==> config.mk <==
export PLATFORM = sky130hd
export DESIGN_NAME = spl_master
export DESIGN_NICKNAME = d
export VERILOG_FILES = /design/src/spl_pkg.sv /design/src/spl_master.sv /design/src/spl_buf2.sv
export VERILOG_INCLUDE_DIRS = /design/src
export SDC_FILE = /design/constraint.sdc
export NUM_CORES = 1
export LEC_CHECK = 0
export BUFFER_PORTS_ARGS = -buffer_cell sky130_fd_sc_hd__buf_4
export CORE_ASPECT_RATIO = 1.25
export CORE_UTILIZATION = 40
export CTS_CLUSTER_DIAMETER = 100
export DETAILED_ROUTE_END_ITERATION = 16
export PLACE_DENSITY_LB_ADDON = 0.2
export SETUP_SLACK_MARGIN = 0.3
export SYNTH_ARGS = -nofsm -noshare
export SYNTH_HDL_FRONTEND = slang
export SYNTH_SLANG_ARGS = --single-unit
==> constraint.sdc <==
create_clock -name clk_sys_i -period 11.21 [get_ports clk_sys_i]
set_input_delay 2.242 -clock clk_sys_i [delete_from_list [all_inputs] [get_ports clk_sys_i]]
set_output_delay 2.242 -clock clk_sys_i [all_outputs]
set_load 0.01 [all_outputs]
==> src/spl_cfg.svh <==
// Timing, framing and identifier constants of the serial peripheral link master.
`ifndef SPL_CFG_SVH
`define SPL_CFG_SVH

// ****************************************************************
// Link clock divider points (counter phase within one link period)
// ****************************************************************
`define SPL_LAST4   3'd3
`define SPL_LAST8   3'd7
`define SPL_HALF4   3'd2
`define SPL_HALF8   3'd4
`define SPL_SHIFT4  3'd2
`define SPL_SHIFT8  3'd0
`define SPL_SAMP4   3'd0
`define SPL_SAMP8   3'd6

// ****************************************************************
// Framing
// ****************************************************************
`define SPL_HDR_BITS  7'd33
`define SPL_DATA_MAX  7'd64
`define SPL_BYTE_BITS 7'd8
`define SPL_CMD_READ  1'b1
`define SPL_CMD_WRITE 1'b0

// ****************************************************************
// Interrupt source identifiers
// ****************************************************************
`define SPL_SRC_EXT 2'd2
`define SPL_SRC_ERR 2'd1

// ****************************************************************
// Response timeout
// ****************************************************************
`define SPL_CLK_NS  5
`define SPL_TMO_NS  100000
`define SPL_TMO_CYC (`SPL_TMO_NS / `SPL_CLK_NS)

`endif

==> src/spl_pkg.sv <==
// Types shared by the serial peripheral link master.
package spl_pkg;
  // Request sequencer states, one-hot.
  typedef enum logic [3:0] {
    ST_IDLE = 4'b0001,
    ST_SEND = 4'b0010,
    ST_RECV = 4'b0100,
    ST_DONE = 4'b1000
  } spl_state_t;

  // Transfer size code: 0 one byte, 1 two, 2 four, 3 eight bytes.
  typedef logic [1:0] spl_size_t;
endpackage

==> src/spl_master.sv <==
// Serial peripheral link master: framing, link clock, interrupts and errors.
// Summary of operation
// - Interrupts only for external input or errors.
// - External interrupt forwarded at once, unordered.
// - External interrupt carries source identifier two.
// - Synchronise external interrupt before any use.
// - One interrupt per synchronised rising assertion.
// - Error interrupts only when enabled, identifier one.
// - Block is sole master; 28-bit target window.
// - Free-running link clock, divide four or eight.
// - Start, command, address, data, parity frame.
// - Fields sent most significant bit first.
// - Top command bit: zero write, one read.
// - Low command bits encode 1/2/4/8 bytes.
// - One request outstanding until its response.
// - Outbound line low when idle or waiting.
// - Request parity makes the ones count even.
// - Outbound bit valid three cycles before rise.
// - Sample inbound three cycles after rise.
// - Only aligned sizes, big-endian field order.
// - Timeout returns zero; log only when enabled.
`timescale 1ns/10ps
`include "spl_cfg.svh"
module spl_master #(
  parameter int unsigned TIMEOUT_CYC = `SPL_TMO_CYC
) (
  input  wire logic              clk_sys_i,
  input  wire logic              rst_i,
  input  wire logic              div8_sel_i,
  input  wire logic              error_report_enable_i,
  input  wire logic              req_valid_i,
  output logic                   req_ready_o,
  input  wire logic              req_read_i,
  input  wire spl_pkg::spl_size_t req_size_i,
  input  wire logic [27:0]       req_addr_i,
  input  wire logic [63:0]       req_wdata_i,
  output logic                   rsp_valid_o,
  input  wire logic              rsp_ready_i,
  output logic                   rsp_read_o,
  output logic                   rsp_error_o,
  output logic [63:0]            rsp_rdata_o,
  input  wire logic              err_clear_i,
  output logic                   err_parity_o,
  output logic                   err_timeout_o,
  output logic                   irq_valid_o,
  output logic [1:0]             irq_source_o,
  input  wire logic              external_irq_input_n_i,
  output logic                   link_clock_out_o,
  output logic                   outbound_serial_line_o,
  input  wire logic              inbound_serial_line_i
);
  import spl_pkg::*;

  // ****************************************************************
  // Declarations
  // ****************************************************************
  spl_state_t  state_reg;       // Sequencer state.
  spl_state_t  state_next;      // Next sequencer state.
  logic [2:0]  cnt_reg;         // Phase within the link period.
  logic        sck_reg;         // Link clock output.
  logic        mosi_reg;        // Outbound line output.
  logic [96:0] tx_sr_reg;       // Outbound frame, next bit on top.
  logic [6:0]  tx_left_reg;     // Frame bits still to send.
  logic [6:0]  rx_nbits_reg;    // Data bits expected back.
  logic        rx_read_reg;     // Outstanding request is a read.
  logic        rx_started_reg;  // Response start bit seen.
  logic [6:0]  rx_left_reg;     // Data plus parity bits still due.
  logic        rx_par_reg;      // Running response parity.
  logic [63:0] rx_sr_reg;       // Received data.
  logic [31:0] tmo_cnt_reg;     // Cycles spent waiting.
  logic        done_err_reg;    // Error of the finished request.
  logic        miso_s1_reg;     // Inbound synchroniser, stage one.
  logic        miso_s2_reg;     // Inbound synchroniser, stage two.
  logic [1:0]  samp_dly_reg;    // Sample strobe delayed by the sync.
  logic        ext_s1_reg;      // Interrupt synchroniser, stage one.
  logic        ext_s2_reg;      // Interrupt synchroniser, stage two.
  logic        ext_prev_reg;    // Previous synchronised assertion.
  logic        err_pend_reg;    // Error interrupt waiting to go out.
  logic        err_par_reg;     // Logged parity error.
  logic        err_tmo_reg;     // Logged timeout.
  logic        irq_valid_reg;   // Interrupt pulse.
  logic [1:0]  irq_src_reg;     // Interrupt source identifier.
  logic        buf_in_ready;    // Response buffer has room.

  // ****************************************************************
  // Link clock phase decode
  // ****************************************************************
  wire [2:0]  last_pt  = div8_sel_i ? `SPL_LAST8 : `SPL_LAST4;
  wire [2:0]  half_pt  = div8_sel_i ? `SPL_HALF8 : `SPL_HALF4;
  wire [2:0]  cnt_next = (cnt_reg >= last_pt) ? 3'd0 : cnt_reg + 3'd1;
  wire        shift_tk = (cnt_reg == (div8_sel_i ? `SPL_SHIFT8 : `SPL_SHIFT4));
  wire        samp_tk  = (cnt_reg == (div8_sel_i ? `SPL_SAMP8 : `SPL_SAMP4));
  wire        samp_now = samp_dly_reg[1];
  wire        rx_bit   = miso_s2_reg;

  // ****************************************************************
  // Request decode and frame build
  // ****************************************************************
  wire        accept    = (state_reg == ST_IDLE) && req_valid_i;
  wire [2:0]  cmd       = {req_read_i ? `SPL_CMD_READ : `SPL_CMD_WRITE,
                           req_size_i};
  wire [6:0]  nbits     = `SPL_BYTE_BITS << req_size_i;
  wire [6:0]  nbits_tx  = req_read_i ? 7'd0 : nbits;
  wire [2:0]  amask     = 3'(3'b111 >> (2'd3 - req_size_i));
  wire        misalign  = |(req_addr_i[2:0] & amask);
  wire [63:0] wdata_top = req_read_i ? 64'h0000_0000_0000_0000 :
                          (req_wdata_i << (`SPL_DATA_MAX - nbits));
  wire [96:0] frame_raw = {1'b1, cmd, req_addr_i, wdata_top, 1'b0};
  wire        frame_par = ^frame_raw;
  wire [96:0] frame     = frame_raw |
                          ({96'd0, frame_par} << (`SPL_DATA_MAX - nbits_tx));

  // ****************************************************************
  // Response decode
  // ****************************************************************
  wire        rx_last  = (state_reg == ST_RECV) && samp_now && rx_started_reg &&
                         (rx_left_reg == 7'd1);
  wire        par_bad  = rx_last && (rx_par_reg ^ rx_bit);
  wire        tmo_hit  = (state_reg == ST_RECV) && !rx_last &&
                         (tmo_cnt_reg >= TIMEOUT_CYC);
  wire        link_err = par_bad || tmo_hit;
  wire        log_en   = link_err && error_report_enable_i;
  wire        ext_rise = ext_s2_reg && !ext_prev_reg;

  // Response word: read flag, error flag, data.
  wire [65:0] rsp_word = {rx_read_reg, done_err_reg, rx_sr_reg};
  wire        rsp_push = (state_reg == ST_DONE);

  // Request handshake: taken only when nothing is outstanding.
  assign req_ready_o = (state_reg == ST_IDLE);

  // ****************************************************************
  // Sequencer next state
  // ****************************************************************
  always_comb begin
    state_next = state_reg;
    unique case (state_reg)
      ST_IDLE: begin
        if (accept) begin
          state_next = misalign ? ST_DONE : ST_SEND;
        end
      end
      ST_SEND: begin
        if (shift_tk && (tx_left_reg == 7'd0)) begin
          state_next = ST_RECV;
        end
      end
      ST_RECV: begin
        if (rx_last || tmo_hit) begin
          state_next = ST_DONE;
        end
      end
      ST_DONE: begin
        if (buf_in_ready) begin
          state_next = ST_IDLE;
        end
      end
    endcase
  end

  // ****************************************************************
  // Link clock: free running, never gated by traffic.
  // ****************************************************************
  always_ff @(posedge clk_sys_i or posedge rst_i) begin
    if (rst_i) begin
      cnt_reg <= 3'd0;
      sck_reg <= 1'b0;
    end else begin
      cnt_reg <= cnt_next;
      sck_reg <= (cnt_next >= half_pt);
    end
  end

  // ****************************************************************
  // Synchronisers for the inbound line and the interrupt pin.
  // ****************************************************************
  always_ff @(posedge clk_sys_i or posedge rst_i) begin
    if (rst_i) begin
      miso_s1_reg  <= 1'b0;
      miso_s2_reg  <= 1'b0;
      samp_dly_reg <= 2'b00;
      ext_s1_reg   <= 1'b0;
      ext_s2_reg   <= 1'b0;
      ext_prev_reg <= 1'b0;
    end else begin
      miso_s1_reg  <= inbound_serial_line_i;
      miso_s2_reg  <= miso_s1_reg;
      samp_dly_reg <= {samp_dly_reg[0], samp_tk};
      ext_s1_reg   <= !external_irq_input_n_i;
      ext_s2_reg   <= ext_s1_reg;
      ext_prev_reg <= ext_s2_reg;
    end
  end

  // ****************************************************************
  // Transmit path: the shift point lies three cycles before a rise.
  // ****************************************************************
  always_ff @(posedge clk_sys_i or posedge rst_i) begin
    if (rst_i) begin
      state_reg    <= ST_IDLE;
      mosi_reg     <= 1'b0;
      tx_sr_reg    <= '0;
      tx_left_reg  <= 7'd0;
      rx_nbits_reg <= 7'd0;
      rx_read_reg  <= 1'b0;
    end else begin
      state_reg <= state_next;
      if (accept) begin
        tx_sr_reg    <= frame;
        tx_left_reg  <= `SPL_HDR_BITS + nbits_tx;
        rx_nbits_reg <= req_read_i ? nbits : 7'd0;
        rx_read_reg  <= req_read_i;
      end else if ((state_reg == ST_SEND) && shift_tk) begin
        if (tx_left_reg != 7'd0) begin
          mosi_reg    <= tx_sr_reg[96];
          tx_sr_reg   <= {tx_sr_reg[95:0], 1'b0};
          tx_left_reg <= tx_left_reg - 7'd1;
        end else begin
          mosi_reg <= 1'b0;
        end
      end
    end
  end

  // ****************************************************************
  // Receive path: hunt for the start bit, then data and parity.
  // ****************************************************************
  always_ff @(posedge clk_sys_i or posedge rst_i) begin
    if (rst_i) begin
      rx_started_reg <= 1'b0;
      rx_left_reg    <= 7'd0;
      rx_par_reg     <= 1'b0;
      rx_sr_reg      <= '0;
      tmo_cnt_reg    <= 32'd0;
      done_err_reg   <= 1'b0;
    end else if (accept) begin
      rx_started_reg <= 1'b0;
      rx_sr_reg      <= '0;
      tmo_cnt_reg    <= 32'd0;
      done_err_reg   <= misalign;
    end else if (state_reg == ST_RECV) begin
      tmo_cnt_reg <= tmo_cnt_reg + 32'd1;
      if (tmo_hit) begin
        rx_sr_reg    <= '0;
        done_err_reg <= 1'b1;
      end else if (samp_now && !rx_started_reg) begin
        if (rx_bit) begin
          rx_started_reg <= 1'b1;
          rx_left_reg    <= rx_nbits_reg + 7'd1;
          rx_par_reg     <= 1'b1;
        end
      end else if (samp_now) begin
        rx_par_reg  <= rx_par_reg ^ rx_bit;
        rx_left_reg <= rx_left_reg - 7'd1;
        if (rx_last) begin
          done_err_reg <= par_bad;
        end else begin
          rx_sr_reg <= {rx_sr_reg[62:0], rx_bit};
        end
      end
    end
  end

  // ****************************************************************
  // Error log and interrupts; a new event beats a clear.
  // ****************************************************************
  always_ff @(posedge clk_sys_i or posedge rst_i) begin
    if (rst_i) begin
      err_par_reg   <= 1'b0;
      err_tmo_reg   <= 1'b0;
      err_pend_reg  <= 1'b0;
      irq_valid_reg <= 1'b0;
      irq_src_reg   <= 2'd0;
    end else begin
      err_par_reg <= (par_bad && error_report_enable_i) ||
                     (err_par_reg && !err_clear_i);
      err_tmo_reg <= (tmo_hit && error_report_enable_i) ||
                     (err_tmo_reg && !err_clear_i);
      irq_valid_reg <= ext_rise || err_pend_reg || log_en;
      if (ext_rise) begin
        irq_src_reg  <= `SPL_SRC_EXT;
        err_pend_reg <= err_pend_reg || log_en;
      end else if (err_pend_reg || log_en) begin
        irq_src_reg  <= `SPL_SRC_ERR;
        err_pend_reg <= 1'b0;
      end
    end
  end

  // ****************************************************************
  // Response buffer: two entries; a stalled consumer holds the sequencer in DONE once both are full.
  // ****************************************************************
  spl_buf2 #(
    .WIDTH (66),
    .DEPTH (2)
  ) u_rsp_buf (
    .clk_sys_i   (clk_sys_i),
    .rst_i       (rst_i),
    .in_valid_i  (rsp_push),
    .in_ready_o  (buf_in_ready),
    .in_data_i   (rsp_word),
    .out_valid_o (rsp_valid_o),
    .out_ready_i (rsp_ready_i),
    .out_data_o  ({rsp_read_o, rsp_error_o, rsp_rdata_o})
  );

  // Outputs straight from registers.
  assign link_clock_out_o       = sck_reg;
  assign outbound_serial_line_o = mosi_reg;
  assign err_parity_o           = err_par_reg;
  assign err_timeout_o          = err_tmo_reg;
  assign irq_valid_o            = irq_valid_reg;
  assign irq_source_o           = irq_src_reg;
endmodule

==> src/spl_buf2.sv <==
// Small valid/ready FIFO used on the response path.
`timescale 1ns/10ps
module spl_buf2 #(
  parameter int WIDTH = 66,
  parameter int DEPTH = 2
) (
  input  wire logic             clk_sys_i,
  input  wire logic             rst_i,
  input  wire logic             in_valid_i,
  output logic                  in_ready_o,
  input  wire logic [WIDTH-1:0] in_data_i,
  output logic                  out_valid_o,
  input  wire logic             out_ready_i,
  output logic      [WIDTH-1:0] out_data_o
);
  import spl_pkg::*;

  localparam int PW = (DEPTH > 1) ? $clog2(DEPTH) : 1;
  localparam int CW = $clog2(DEPTH + 1);

  logic [WIDTH-1:0] mem_reg [DEPTH];  // Storage entries.
  logic [PW-1:0]    wr_ptr_reg;       // Next entry to fill.
  logic [PW-1:0]    rd_ptr_reg;       // Oldest entry.
  logic [CW-1:0]    count_reg;        // Entries held.
  wire              push;
  wire              pop;

  // Full and empty follow the count exactly.
  assign in_ready_o  = (count_reg != CW'(DEPTH));
  assign out_valid_o = (count_reg != '0);
  assign out_data_o  = mem_reg[rd_ptr_reg];
  assign push        = in_valid_i && in_ready_o;
  assign pop         = out_valid_o && out_ready_i;

  // ****************************************************************
  // Storage write; entries need no reset as valid gates them.
  // ****************************************************************
  always_ff @(posedge clk_sys_i) begin
    if (push) begin
      mem_reg[wr_ptr_reg] <= in_data_i;
    end
  end

  // ****************************************************************
  // Pointers and count.
  // ****************************************************************
  always_ff @(posedge clk_sys_i or posedge rst_i) begin
    if (rst_i) begin
      wr_ptr_reg <= '0;
      rd_ptr_reg <= '0;
      count_reg  <= '0;
    end else begin
      if (push) begin
        wr_ptr_reg <= (wr_ptr_reg == PW'(DEPTH - 1)) ? '0 : wr_ptr_reg + 1'b1;
      end
      if (pop) begin
        rd_ptr_reg <= (rd_ptr_reg == PW'(DEPTH - 1)) ? '0 : rd_ptr_reg + 1'b1;
      end
      if (push && !pop) begin
        count_reg <= count_reg + 1'b1;
      end else if (pop && !push) begin
        count_reg <= count_reg - 1'b1;
      end
    end
  end
endmodule

**Word-level counts from Yosys, hierarchy flattened**

Memories as Yosys holds them, arrays and structs flattened.
Index checks and enable logic that the tools add are counted.

- Bits in registers: 244
- RAM bits: 132
- Bits of input ports: 104
- Output and inout port bits: 75
- Word-level logic and storage cells: 182
- Memories kept: 1

Memory list:

| memory | depth | bits a word | read ports | clocked after Yosys merged registers in | write ports | line | RTL |
|---|---|---|---|---|---|---|---|
| u_rsp_buf.mem_reg | 2 | 66 | 1 | 0 | 1 | spl_buf2.sv:21 | `logic [WIDTH-1:0] mem_reg [DEPTH];` |

- $add $sub $neg: 13
- Order comparisons: 3
- Equal/unequal tests: 16
- Shift operators: 4
- Multiplexer cells: 56
- Bitwise gates (word level): 5
- Reductions and logical operators: 56

Operator list:

| kind | number |
|---|---|
| $mux W64 | 7 |
| $mux W97 | 3 |
| $or A97 B97 Y97 | 1 |
| $reduce_xor A97 Y1 | 1 |
| $shl A1 B7 Y97 | 1 |
| $mux W32 | 2 |
| $shl A64 B7 Y64 | 1 |
| $mux W7 | 8 |
| $add A32 B1 Y32 const B | 1 |
| $ge A32 B15 Y1 const B | 1 |
| $mux W1 | 21 |
| $logic_and A1 B1 Y1 | 20 |
| $mux W4 | 5 |
| $reduce_bool A2 Y1 | 9 |
| $pmux W4 S4 | 1 |
| $reduce_and A4 Y1 | 4 |
| $sub A7 B1 Y7 const B | 2 |
| $sub A7 B7 Y7 const A | 2 |
| $mux W3 | 4 |
| $mux W2 | 5 |
| $ne A2 B2 Y1 const B | 5 |
| $add A6 B7 Y7 const A | 1 |
| $add A7 B1 Y7 const B | 1 |
| $eq A7 B1 Y1 const B | 1 |
| other kinds (28) | 46 |

**Longest topological paths before layout**

Gate-level depths: netlist of run 1.

- Word-level depth: 12
- Gate-level depth with buffers: 13
- Gate-level depth less buffers: 11

**Cells and area by module**

From an unflattened synthesis of run 1, not the netlist that was laid out.

- Cell total of the unflattened synthesis: 1606
- Area total of the unflattened synthesis: 17300.3 um^2

By module, submodules not included:

| module | times used | cells each | area an instance (um^2) | sequential area each (um^2) |
|---|---|---|---|---|
| spl_master | 1 | 1382 | 12226.7 | 5931.9 |
| spl_buf2 | 1 | 224 | 5073.6 | 4063.9 |

**Worst setup path before layout of run 1**

OpenSTA, ideal clock, no wires.

- Path kind: input to register
- Start point: in req_read_i
- End point: reg tx_sr_reg[0]
- Setup time: 0.104 ns
- Data arrival time: 4.865 ns
- Data required time: 11.106 ns
- Path slack: 6.242 ns
- Cell stages on the path: 13
- Path buffers: 2
- Cell sequence: buf_2 > inv_1 > clkbuf_1 > ha_1 > xnor2_1 > xnor2_1 > xnor2_1 > xnor2_1 > xnor2_1 > xnor2_1 > xnor3_2 > xnor2_2 > o41ai_2

- Cells in the longest elaborated chain, start to end: 5
- Elaborated cells on any way between the ends: 8
- Those cells by class: 1 x add/sub; 1 x shift; 4 x mux; 1 x bitwise; 1 x reduce/logical

RTL lines:

| item | line | RTL |
|---|---|---|
| from (decl) | spl_master.sv:33 | `input wire logic req_read_i,` |
| $mux W7, or another cell as far along | spl_master.sv:103 | `wire [6:0] nbits_tx = req_read_i ? 7'd0 : nbits;` |
| $sub A7 B7 Y7 (no source line) / $reduce_xor A97 Y1 (equally long branches) | -- |  |
| $shl A1 B7 Y97 * | spl_master.sv:111 | `` ({96'd0, frame_par} << (`SPL_DATA_MAX - nbits_tx)); `` |
| $or A97 B97 Y97 * | spl_master.sv:110 | `wire [96:0] frame = frame_raw \|` |
| $mux W97 * | spl_master.sv:208 | `if (accept) begin` |
| to (signal assigned) | spl_master.sv:209 | `tx_sr_reg <= frame;` |
| to (signal assigned) | spl_master.sv:216 | `tx_sr_reg <= {tx_sr_reg[95:0], 1'b0};` |
| to (decl) | spl_master.sv:62 | `logic [96:0] tx_sr_reg;` |

Every way passes the cells marked *; elsewhere a longest branch is shown, timed or not.
A chain may end at the register's enable or synchronous reset.

**Final worst setup path of run 1**

- Start point: in req_size_i[0]
- End point: reg tx_sr_reg[8]

- Cells in the longest elaborated chain, start to end: 8
- Elaborated cells on any way between the ends: 10
- Those cells by class: 2 x add/sub; 3 x shift; 3 x mux; 1 x bitwise; 1 x reduce/logical

RTL lines:

| item | line | RTL |
|---|---|---|
| from (decl) | spl_master.sv:34 | `input wire spl_pkg::spl_size_t req_size_i,` |
| $shl A4 B2 Y7 (no source line) | -- |  |
| $sub A7 B7 Y7 (no source line) | -- |  |
| $shl A64 B7 Y64 | spl_master.sv:107 | `` (req_wdata_i << (`SPL_DATA_MAX - nbits)); `` |
| $mux W64 | spl_master.sv:106 | `wire [63:0] wdata_top = req_read_i ? 64'h0000_0000_0000_0000 :` |
| $reduce_xor A97 Y1 | spl_master.sv:109 | `wire frame_par = ^frame_raw;` |
| $shl A1 B7 Y97 | spl_master.sv:111 |  |
| $or A97 B97 Y97 * | spl_master.sv:110 |  |
| $mux W97 * | spl_master.sv:208 |  |

Marked as above.

==> results of run 1 <==
==> cell type report <==
| type | instances | area, sq um | area share [%] |
|---|---|---|---|
| sequential | 373 | 9997 | 49.94 |
| multi-input combinational | 1048 | 6568 | 32.81 |
| timing repair buffer | 193 | 1449 | 7.238 |
| clock buffer | 56 | 1070 | 5.344 |
| tap | 559 | 699.4 | 3.494 |
| clock inverter | 15 | 128.9 | 0.6438 |
| inverter | 26 | 105.1 | 0.5251 |
==> cell families after synthesis <==
group / synth area share [%]
simple gates: 15.70
compound gates: 8.814
buf+inv: 2.778
fa+ha+maj: 0.9580
flops: 58.87
mux: 6.109
xor+xnor: 6.772
==> power breakdown <==
group	internal, mW	switching (mW)	leakage [nW]
sequential	1.73	0.174	4.47
clock	0.692	0.535	0.575
combinational	0.565	0.673	3.83
==> worst register-to-register path, stage by stage, from the launching register on <==
cell	delay (ns)
dfrtp_1	0.44
nor4_1	0.34
o21ai_0	0.15
a211oi_1	0.68
nor2_1	0.27
nor2_4	0.13
buf_4	0.60
o2111ai_1	0.66
nor2_1	0.27
xor2_1	0.16
o21a_1	0.13
==> through the flow <==
stage          total power [mW]  setup WS [ns]  hold slack [ns]
3_3_place_gp              3.163          5.613           0.3346
2_1_floorplan             2.720          2.353           0.3312
3_5_place_dp              3.190          5.510           0.3356
6_report                  4.372          6.024           0.3460
4_1_cts                   4.435          6.070           0.3486
5_1_grt                   4.633          5.826           0.3595
==> cell usage in the layout, fill, tap and decap left out, types with 7 or more instances in the layout <==
master     Yosys  final
xor2_1        35     35
nand4_1       14     14
clkbuf_1      66     14
a31oi_1        9      9
nor2_1        86     82
mux2i_1       17     17
and3_1         9      8
xnor2_1       71     71
nor2b_1        9      9
xnor3_1        7      7
mux2_2        75     75
buf_4          0    193
a22oi_1       65     65
o21ai_0       37     37
a21oi_1       36     36
dfrtp_1      240    239
ha_1          13     13
edfxtp_1     132    132
nand2_1      330    330
or3_1          8      8
a221o_1       17     17
inv_1         24     23
nor3_1        28     27
clkbuf_16      0     39
nand3_1       92     92
==> per-layer routing <==
metal | vias up | GRT usage (%) | routed length, um
li1 | 5674 | - | -
met1 | 5896 | 24.82 | 17200
met5 | - | 0 | 13
met2 | 325 | 31.60 | 19940
met3 | 74 | 3.372 | 2149
met4 | 2 | 7.070 | 1317
==> worst paths after layout <==
kind,slack (ns),depth (start not counted),from,end
setup / recovery,6.02,10,req_size_i[0],tx_sr_reg[8]
hold / removal,0.35,0,miso_s1_reg,miso_s2_reg
setup reg to reg,7.34,10,tmo_cnt_reg[5],rx_left_reg[2]
hold reg to reg,0.35,0,miso_s1_reg,miso_s2_reg
max in group asynchronous,7.25,4,rst_i,tmo_cnt_reg[0]
min in group asynchronous,1.94,2,rst_i,rx_sr_reg[10]
==> impl_metrics.env, run 1 <==
export IMPL_status="finished, final reports clean"
export IMPL_synthDominantCellAreaShare_pct=35.37
export IMPL_drt_first_pass_iters=6
export IMPL_synth_cell_types=68
export IMPL_grt_setup_unrepaired="no"
export IMPL_worst_path_largest_cell_delay_ns=0.62
export IMPL_post_dp_cell_area_sq_um=18820
export IMPL_crit_slowest_cell="nor2b_1"
export IMPL_gp_congestion=0.8919
export IMPL_grt_max_degree=136
export IMPL_place_inst=2199
export IMPL_die_area_sq_um=43280
export IMPL_synth_seq_cells=373
export IMPL_async_reset_ff_share_pct=64.61
export IMPL_cts_hold_buffers_added=0
export IMPL_worst_ir_drop_vdd_uv=120.9
export IMPL_timing_slew_headroom_pct=30.61
export IMPL_portion_of_the_post_synthesis_area_used_by_sequential_elements_pct=58.87
export IMPL_synth_ff_type="dfrtp_1"
export IMPL_worst_endpoint_required_ns=11.59
export IMPL_synthDominantAreaCellType="dfrtp_1"
export IMPL_tightest_slew_ns=1.041
export IMPL_clock_root_buffer="clkbuf_16"
export IMPL_maximum_capacitance_violations=0
export IMPL_number_of_nets_with_antenna_violations_after_detailed_routing=0
export IMPL_finalNonFillerCells=2270
export IMPL_grt_pass1_wl_mm=64.63
export IMPL_utilization_pct=47.73
export IMPL_finish_net_count=1798
export IMPL_grt_antenna_before_repair=1
export IMPL_fin_worst_skew_ns=0.01407
export IMPL_post_synth_edffs=132
export IMPL_setup_total_negative_slack_ns=0
export IMPL_synthesis_instances=1533
export IMPL_insertion_delay_ns=0.53
export IMPL_final_layout_size_suffix_gt1_share_pct=20.16
export IMPL_detail_route_iter0_violations=653
export IMPL_vertical_die_dimension_um=232.3
export IMPL_timing_setup_critical_path_class="in2reg"
export IMPL_final_min_clock_period_ns=5.186
export IMPL_globalRouteOverflowTotal=0
export IMPL_io_pins=179
export IMPL_cts_repair_resized=0
export IMPL_layout_filler_cells=3848
export IMPL_dp_final_hpwl_mm=26.14
export IMPL_fmaxAchievable_mhz=192.8
export IMPL_remaining_drc_errors=0
export IMPL_cts_path_max_buffers=3
export IMPL_buffer_ports_inserted=178
export IMPL_tritoncts_num_sinks=373
export IMPL_power_static_leakage_nw=8.882
export IMPL_cts_buffers=39
export IMPL_detail_route_wirelength_mm=40.63
export IMPL_flip_flop_count_of_the_largest_register_all_copies_and_words_added=132
export IMPL_ranking_of_synthesized_cells_by_instance_count="330 x nand2_1, 240 x dfrtp_1, 132 x edfxtp_1"
export IMPL_crit_chain="buf_4, nor2b_1, a22oi_1, nor2_1, xnor3_1, xnor3_1, xnor3_1, xnor3_2, xnor2_2, o31ai_1"
export IMPL_cts_repair_timing_setup_buffer_count=0
export IMPL_clk_transition_reported_paths_ns=0.06
export IMPL_start_util_pct=40.49
export IMPL_post_route_cell_area_sq_um=20020
export IMPL_routedWlPerCell_um=17.90
export IMPL_syn_area_sq_um=16980
export IMPL_fp_coreArea_sq_um=41940
export IMPL_via_per_instance_ratio=5.274
export IMPL_post_synth_top_count_cell="nand2_1"
export IMPL_synth_net_count=1650
export IMPL_min_path_type="reg2reg"
export IMPL_cp_common_cell="xnor3_1"
export IMPL_grt_use_total_pct=19.07
export IMPL_antenna_cells_inserted=0
export IMPL_floorplan_rows=84
export IMPL_setup_violations_final=0
export IMPL_critPathTopFamily="XOR/XNOR gates"
export IMPL_cts_tree="done"
export IMPL_finalMaxSlewViolations=0
export IMPL_die_w_um=186.3
export IMPL_critical_path_max_fanout=54
export IMPL_ctsHtreeMaxLevel=2
export IMPL_crit_buf_inv=1
export IMPL_worstPathArrival_ns=5.56
export IMPL_timing_critical_path_from_type="input port"
export IMPL_timing_hold_violations_final=0
export IMPL_synth_top_cells_by_area="dfrtp_1 35%, edfxtp_1 23%, nand2_1 7.3%"
export IMPL_timing_critical_path_to_type="register"
export IMPL_syn_to_final_growth_pct=17.89
export IMPL_post_route_period_util_pct=46.26
export IMPL_power_density_nw_per_um2=218.4
export IMPL_first_global_vias=11900
export IMPL_average_cell_area_after_synthesis_sq_um=11.08
export IMPL_ys_warnings_count=0
export IMPL_route_vias_total=11970
Power figures use the tool's default switching activity.
==> run 2: changes to the inputs <==
ABC_AREA = 1   (was unset)
clock period = 5.3 ns   (was 11.21 ns; I/O delays follow)
==> run 2 against run 1 <==
  * Clock skew is 0.00059 ns higher
  * Clock power is 140% higher
  * Clock-buffer cell count is 4 lower
  * Synthesized cell count is 54% higher
  * Die area is 12% higher
  * Design area is 11% higher
  * First-iteration DRC count is 56% higher
  * Global-route usage is 1.8 points higher
  * Critical path type unchanged
  * Largest power group unchanged
  * Highest routed layer is now met4
==> impl_metrics.env, run 2 <==
export IMPL_timing_critical_path_from_type="input port"
export IMPL_ys_warnings_count=0
export IMPL_average_cell_area_after_synthesis_sq_um=8.059
export IMPL_final_min_clock_period_ns=3.655
export IMPL_start_util_pct=40.50
export IMPL_synth_cell_types=58
export IMPL_final_layout_size_suffix_gt1_share_pct=12.49
export IMPL_worst_ir_drop_vdd_uv=254.2
export IMPL_fp_coreArea_sq_um=47100
export IMPL_grt_antenna_before_repair=0
export IMPL_detail_route_iter0_violations=1018
export IMPL_clk_transition_reported_paths_ns=0.06
export IMPL_fin_total_pwr_mw=10.01
export IMPL_synthDominantCellAreaShare_pct=31.48
export IMPL_power_static_leakage_nw=10.59
export IMPL_post_synth_edffs=132
export IMPL_cts_repair_timing_setup_buffer_count=0
export IMPL_die_area_sq_um=48570
export IMPL_route_vias_total=16110
export IMPL_critical_path_max_fanout=38
export IMPL_portion_of_the_post_synthesis_area_used_by_sequential_elements_pct=52.40
export IMPL_min_path_type="reg2reg"
export IMPL_mostFrequentLayoutCell="nand2_1"
export IMPL_finish_net_count=2625
export IMPL_maximum_capacitance_violations=0
export IMPL_place_inst=3103
export IMPL_io_pins=179
export IMPL_timing_slew_headroom_pct=33.72
export IMPL_synthesis_instances=2367
export IMPL_setup_total_negative_slack_ns=0
export IMPL_final_cell_mix="964 x nand2_1, 250 x inv_1, 239 x dfrtp_1"
export IMPL_post_synth_top_count_cell="nand2_1"
export IMPL_cts_hold_buffers_added=0
export IMPL_timing_critical_path_to_type="register"
export IMPL_setup_violations_final=0
export IMPL_fmaxAchievable_mhz=273.6
export IMPL_gp_congestion=0.9020
export IMPL_cts_path_max_buffers=3
export IMPL_dp_final_hpwl_mm=33.87
export IMPL_power_density_nw_per_um2=449.3
export IMPL_grt_setup_unrepaired="no"
export IMPL_grt_use_total_pct=20.92
export IMPL_detail_route_wirelength_mm=49.96
export IMPL_worstPathArrival_ns=4.15
export IMPL_async_reset_ff_share_pct=64.61
export IMPL_synth_top_cells_by_area="dfrtp_1 31%, edfxtp_1 21%, nand2_1 19%"
export IMPL_floorplan_rows=89
export IMPL_routedWlPerCell_um=15.73
export IMPL_vertical_die_dimension_um=246.2
export IMPL_number_of_nets_with_antenna_violations_after_detailed_routing=0
export IMPL_globalRouteOverflowTotal=0
export IMPL_tritoncts_num_sinks=373
export IMPL_cts_repair_resized=0
export IMPL_ranking_of_synthesized_cells_by_instance_count="966 x nand2_1, 253 x inv_1, 240 x dfrtp_1"
export IMPL_synth_net_count=2484
export IMPL_antenna_cells_inserted=0
export IMPL_cts_buffers=40
export IMPL_synthDominantAreaCellType="dfrtp_1"
export IMPL_drt_first_pass_iters=6
export IMPL_buffer_ports_inserted=178
export IMPL_timing_setup_critical_path_class="in2reg"
export IMPL_remaining_drc_errors=0
export IMPL_timing_hold_violations_final=0
export IMPL_finalMaxSlewViolations=0
export IMPL_cts_tree="done"
export IMPL_syn_area_sq_um=19080
export IMPL_first_global_vias=15540
export IMPL_tightest_slew_ns=0.9838
export IMPL_status="finished, final reports clean"
export IMPL_insertion_delay_ns=0.55
export IMPL_synth_seq_cells=373
export IMPL_clock_root_buffer="clkbuf_16"
export IMPL_post_route_period_util_pct=68.96
export IMPL_flip_flop_count_of_the_largest_register_all_copies_and_words_added=132
export IMPL_die_w_um=197.3
export IMPL_grt_pass1_wl_mm=80.74
export IMPL_finalNonFillerCells=3176
export IMPL_synth_ff_type="dfrtp_1"
export IMPL_via_per_instance_ratio=5.072
export IMPL_grt_max_degree=118
export IMPL_syn_to_final_growth_pct=16.77
export IMPL_worst_endpoint_required_ns=5.79
export IMPL_ctsHtreeMaxLevel=2
export IMPL_fin_worst_skew_ns=0.01466
run 2: cell types whose count changed in the layout (fill, tap and decap cells not counted), moves of 23 or more:
cell,change
inv_1,+227
mux2_2,-75
xnor2_1,-63
a22oi_1,-61
nand3_1,+50
nor2_1,+41
o221ai_1,+65
xor2_1,-23
o21ai_0,+84
nand2_1,+634
run 2: through the flow:
step	hold WS [ns]	instance area (sq um)	worst slack, ns	utilization, %
2_1_floorplan	0.3312	19080	1.006	-
3_3_place_gp	0.3372	20910	1.225	44.40
3_5_place_dp	0.3356	20910	1.139	44.40
4_1_cts	0.3486	22280	1.724	47.29
5_1_grt	0.3509	22280	1.264	47.29
6_report	0.3451	22280	1.645	47.29
run 2: area by class of cell:
type,instances,area (sq um)
Clock buffer,52,1127
Clock inverter,21,235.2
Fill cell,4572,24830
Inverter,260,984.7
Multi-Input combinational cell,1639,7640
Sequential cell,373,9997
Tap cell,637,797.0
Timing Repair Buffer,194,1494
run 2: worst max-delay path, cell delays in order:
cell and delay [ns]:
buf_4 0.31, nand2_4 0.29, nor2_4 0.74, nand2_1 0.21
o21ai_1 0.22, nand2_1 0.07, nand2_1 0.07, nand2_1 0.06
nand2_1 0.08, nand2_1 0.06, nand2_1 0.07, nand3_1 0.16
nand2_1 0.11, nand2_1 0.08, nand2_1 0.09, nand2_2 0.06
nand2_4 0.09, nand3_1 0.07, o21ai_1 0.08, nand2_1 0.06
nand2_1 0.07
run 2: routing by layer:
layer	track usage, %	part of all wire, %
met4	9.188	3.7
met3	2.971	5.1
met2	36.15	49
met1	25.90	42
met5	0	0
run 2: logic make-up (layout without fill, tap and decap cells):
group | after synthesis | in the layout | synth area share (%)
buf+inv | 355 | 527 | 7.772
flops | 373 | 373 | 52.40
simple gates | 1313 | 1313 | 28.28
fa+ha+maj | 13 | 13 | 0.8527
xor+xnor | 20 | 20 | 0.9183
compound gates | 293 | 293 | 9.780
run 2: path summary, 6_finish.rpt:
check	from	to	slack (ns)	cells past startpoint
max in group asynchronous	rst_i	u_rsp_buf.rd_ptr_reg	3.40	3
worst max-delay path	req_size_i[1]	tx_sr_reg[8]	1.64	21
worst max register to register	tmo_cnt_reg[20]	rx_left_reg[3]	1.96	12
min in group asynchronous	rst_i	link_clock_out_o	0.70	2
worst min-delay path	samp_dly_reg[0]	samp_dly_reg[1]	0.35	0
worst min register to register	samp_dly_reg[0]	samp_dly_reg[1]	0.35	0
run 2: where the power goes:
group | switching, mW | leakage, nW | internal (mW)
Sequential | 0.298 | 4.41 | 3.71
Combinational | 1.97 | 5.51 | 1.12
Clock | 1.16 | 0.676 | 1.75
==> run 3: changes to the inputs <==
ABC_AREA = 0   (was 1)
clock period = 3.6 ns   (was 5.3 ns; I/O delays follow)
==> run 3 against run 2 <==
  * Die area down 11%
  * Sequential power up 47%
  * Flip-flop and latch count unchanged
  * Via count down 25%
  * Worst setup slack worse by 1.1 ns
  * Highest routed layer is now met5
  * Global-route usage down 1.4 points
==> impl_metrics.env, run 3 (same netlist as run 1, synthesis figures left out) <==
export IMPL_worst_ir_drop_vdd_uv=424.4
export IMPL_regToRegSetupSlack_ns=0.67
export IMPL_first_global_vias=12270
export IMPL_gp_congestion=0.8863
export IMPL_cts_hold_buffers_added=0
export IMPL_switchingPower_mw=4.286
export IMPL_cp_common_cell="xnor2_1"
export IMPL_share_comb_of_total_power_pct=28.6
export IMPL_power_density_nw_per_um2=681.0
export IMPL_r2r_worst_path_depth=10
export IMPL_grt_max_degree=79
export IMPL_start_util_pct=40.49
export IMPL_grt_use_total_pct=19.51
export IMPL_post_dp_cell_area_sq_um=19220
export IMPL_crit_slowest_cell="xnor3_1"
export IMPL_clk_transition_reported_paths_ns=0.06
export IMPL_routedWlPerCell_um=17.81
export IMPL_die_w_um=186.3
export IMPL_hold_path_cell_count=1
export IMPL_worstPathArrival_ns=3.49
export IMPL_seqCellArea_sq_um=9997
export IMPL_route_vias_total=12040
export IMPL_area_used_by_multi_input_combinational_logic_sq_um=6575
export IMPL_buffer_ports_inserted=178
export IMPL_power_static_leakage_nw=9.155
export IMPL_flip_flop_count_of_the_largest_register_all_copies_and_words_added=132
export IMPL_worst_endpoint_required_ns=3.99
export IMPL_mostFrequentLayoutCell="nand2_1"
export IMPL_power_share_sequential_pct=42.2
export IMPL_timing_setup_critical_path_class="in2reg"
export IMPL_dp_final_hpwl_mm=28.18
export IMPL_io_pins=179
export IMPL_detail_route_iter0_violations=639
export IMPL_insertion_delay_ns=0.54
export IMPL_setup_total_negative_slack_ns=0
export IMPL_finalMaxSlewViolations=0
export IMPL_floorplan_rows=84
export IMPL_status="finished, final reports clean"
export IMPL_die_area_sq_um=43280
export IMPL_post_route_cell_area_sq_um=20520
export IMPL_maximum_capacitance_violations=0
export IMPL_fin_worst_skew_ns=0.02199
export IMPL_fmaxAchievable_mhz=322.7
export IMPL_cts_path_max_buffers=3
export IMPL_crit_chain="buf_4, buf_4, mux2i_1, nor2_1, xnor2_1, xnor2_1, xnor2_1, xnor3_1, xnor3_2, xnor2_2, o32ai_1"
export IMPL_grt_setup_unrepaired="no"
export IMPL_final_cell_mix="329 x nand2_1, 239 x dfrtp_1, 220 x buf_4"
export IMPL_antenna_cells_inserted=0
export IMPL_tightest_slew_ns=1.127
export IMPL_cts_repair_resized=0
export IMPL_vertical_die_dimension_um=232.3
export IMPL_grt_antenna_before_repair=1
export IMPL_final_min_clock_period_ns=3.099
export IMPL_cts_buffers=38
export IMPL_share_clk_of_total_power_pct=29.2
export IMPL_remaining_drc_errors=0
export IMPL_detail_route_wirelength_mm=41.04
export IMPL_finish_net_count=1834
export IMPL_clock_root_buffer="clkbuf_16"
export IMPL_ctsHtreeMaxLevel=2
export IMPL_number_of_nets_with_antenna_violations_after_detailed_routing=0
export IMPL_internal_power_mw=9.691
export IMPL_critical_path_max_fanout=21
export IMPL_tritoncts_num_sinks=373
export IMPL_fin_total_pwr_mw=13.98
export IMPL_power_switching_fraction_pct=30.67
export IMPL_setup_violations_final=0
export IMPL_cts_repair_timing_setup_buffer_count=0
export IMPL_final_layout_size_suffix_gt1_share_pct=22.23
export IMPL_timing_critical_path_from_type="input port"
export IMPL_grt_pass1_wl_mm=66.18
export IMPL_final_hold_worst_slack_ns=0.3215
export IMPL_timing_slew_headroom_pct=24.61
export IMPL_post_route_period_util_pct=86.09
export IMPL_worst_path_largest_cell_delay_ns=0.50
export IMPL_globalRouteOverflowTotal=0
export IMPL_timing_critical_path_to_type="register"
export IMPL_drt_first_pass_iters=5
export IMPL_timing_hold_violations_final=0
export IMPL_cts_tree="done"
export IMPL_layout_filler_cells=3792
export IMPL_syn_to_final_growth_pct=20.88
export IMPL_via_per_instance_ratio=5.224
export IMPL_min_path_type="in2reg"
export IMPL_fp_coreArea_sq_um=41940
[run 3: changes by cell type in the layout (fill, tap and decap cells not counted), moves of 61 or more]
cell | before | now
mux2_2 | 0 | 75
a22oi_1 | 4 | 65
o21ai_0 | 121 | 37
nand2_1 | 964 | 329
o221ai_1 | 65 | 0
xnor2_1 | 8 | 71
inv_1 | 250 | 23
[run 3: area by class of cell]
type	count	share of cell area (%)
Timing Repair Buffer	230	9.022
Clock buffer	54	5.273
Inverter	26	0.4938
Tap cell	559	3.408
Clock inverter	14	1.061
Sequential cell	373	48.71
Multi-Input combinational cell	1048	32.03
[run 3: worst paths after layout]
path,end,start
worst max-delay path,tx_sr_reg[64],req_size_i[0]
worst min-delay path,miso_s1_reg,inbound_serial_line_i
worst max register to register,rx_left_reg[2],tmo_cnt_reg[24]
worst min register to register,samp_dly_reg[1],samp_dly_reg[0]
max in group asynchronous,tx_sr_reg[26],rst_i
min in group asynchronous,rx_sr_reg[51],rst_i
[run 3: power groups by stage]
stage | combinational (mW) | sequential, mW | clock (mW)
final | 4.00 | 5.90 | 4.08
after global routing | 4.45 | 6.00 | 4.36
after CTS | 4.08 | 5.90 | 4.20
after detailed placement | 4.06 | 5.97 | 0
after global placement | 4.01 | 5.94 | 0
after floorplan | 2.64 | 5.81 | 0
[run 3: metrics by stage]
| stage | utilization, % | cells | setup WS (ns) |
|---|---|---|---|
| 2_1_floorplan | - | 1533 | -0.2810 |
| 3_3_place_gp | 45.84 | 2236 | 0.04450 |
| 3_5_place_dp | 45.84 | 2236 | -0.02943 |
| 4_1_cts | 48.94 | 2304 | 0.5262 |
| 5_1_grt | 48.94 | 2304 | 0.3434 |
| 6_report | 48.94 | 2304 | 0.5009 |
[run 3: worst max-delay path: cells and delay by family]
family	cells	cell delay, ns
and+or+nand+nor	1	0.08
buffers and inverters	2	0.47
AOI/OAI and AO/OA	1	0.15
xor gates and xnor gates	6	1.80
muxes	1	0.27
[run 3: metal layers]
layer  vias up  wire, um  share of wire, %  global-route usage (%)
li1       5768         -                 -                       -
met1      5849     17440                42                   24.93
met2       340     20370                50                   33.28
met3        77      1912               4.7                   2.949
met4         2      1304               3.2                   7.095
met5         -        13             0.032                       0
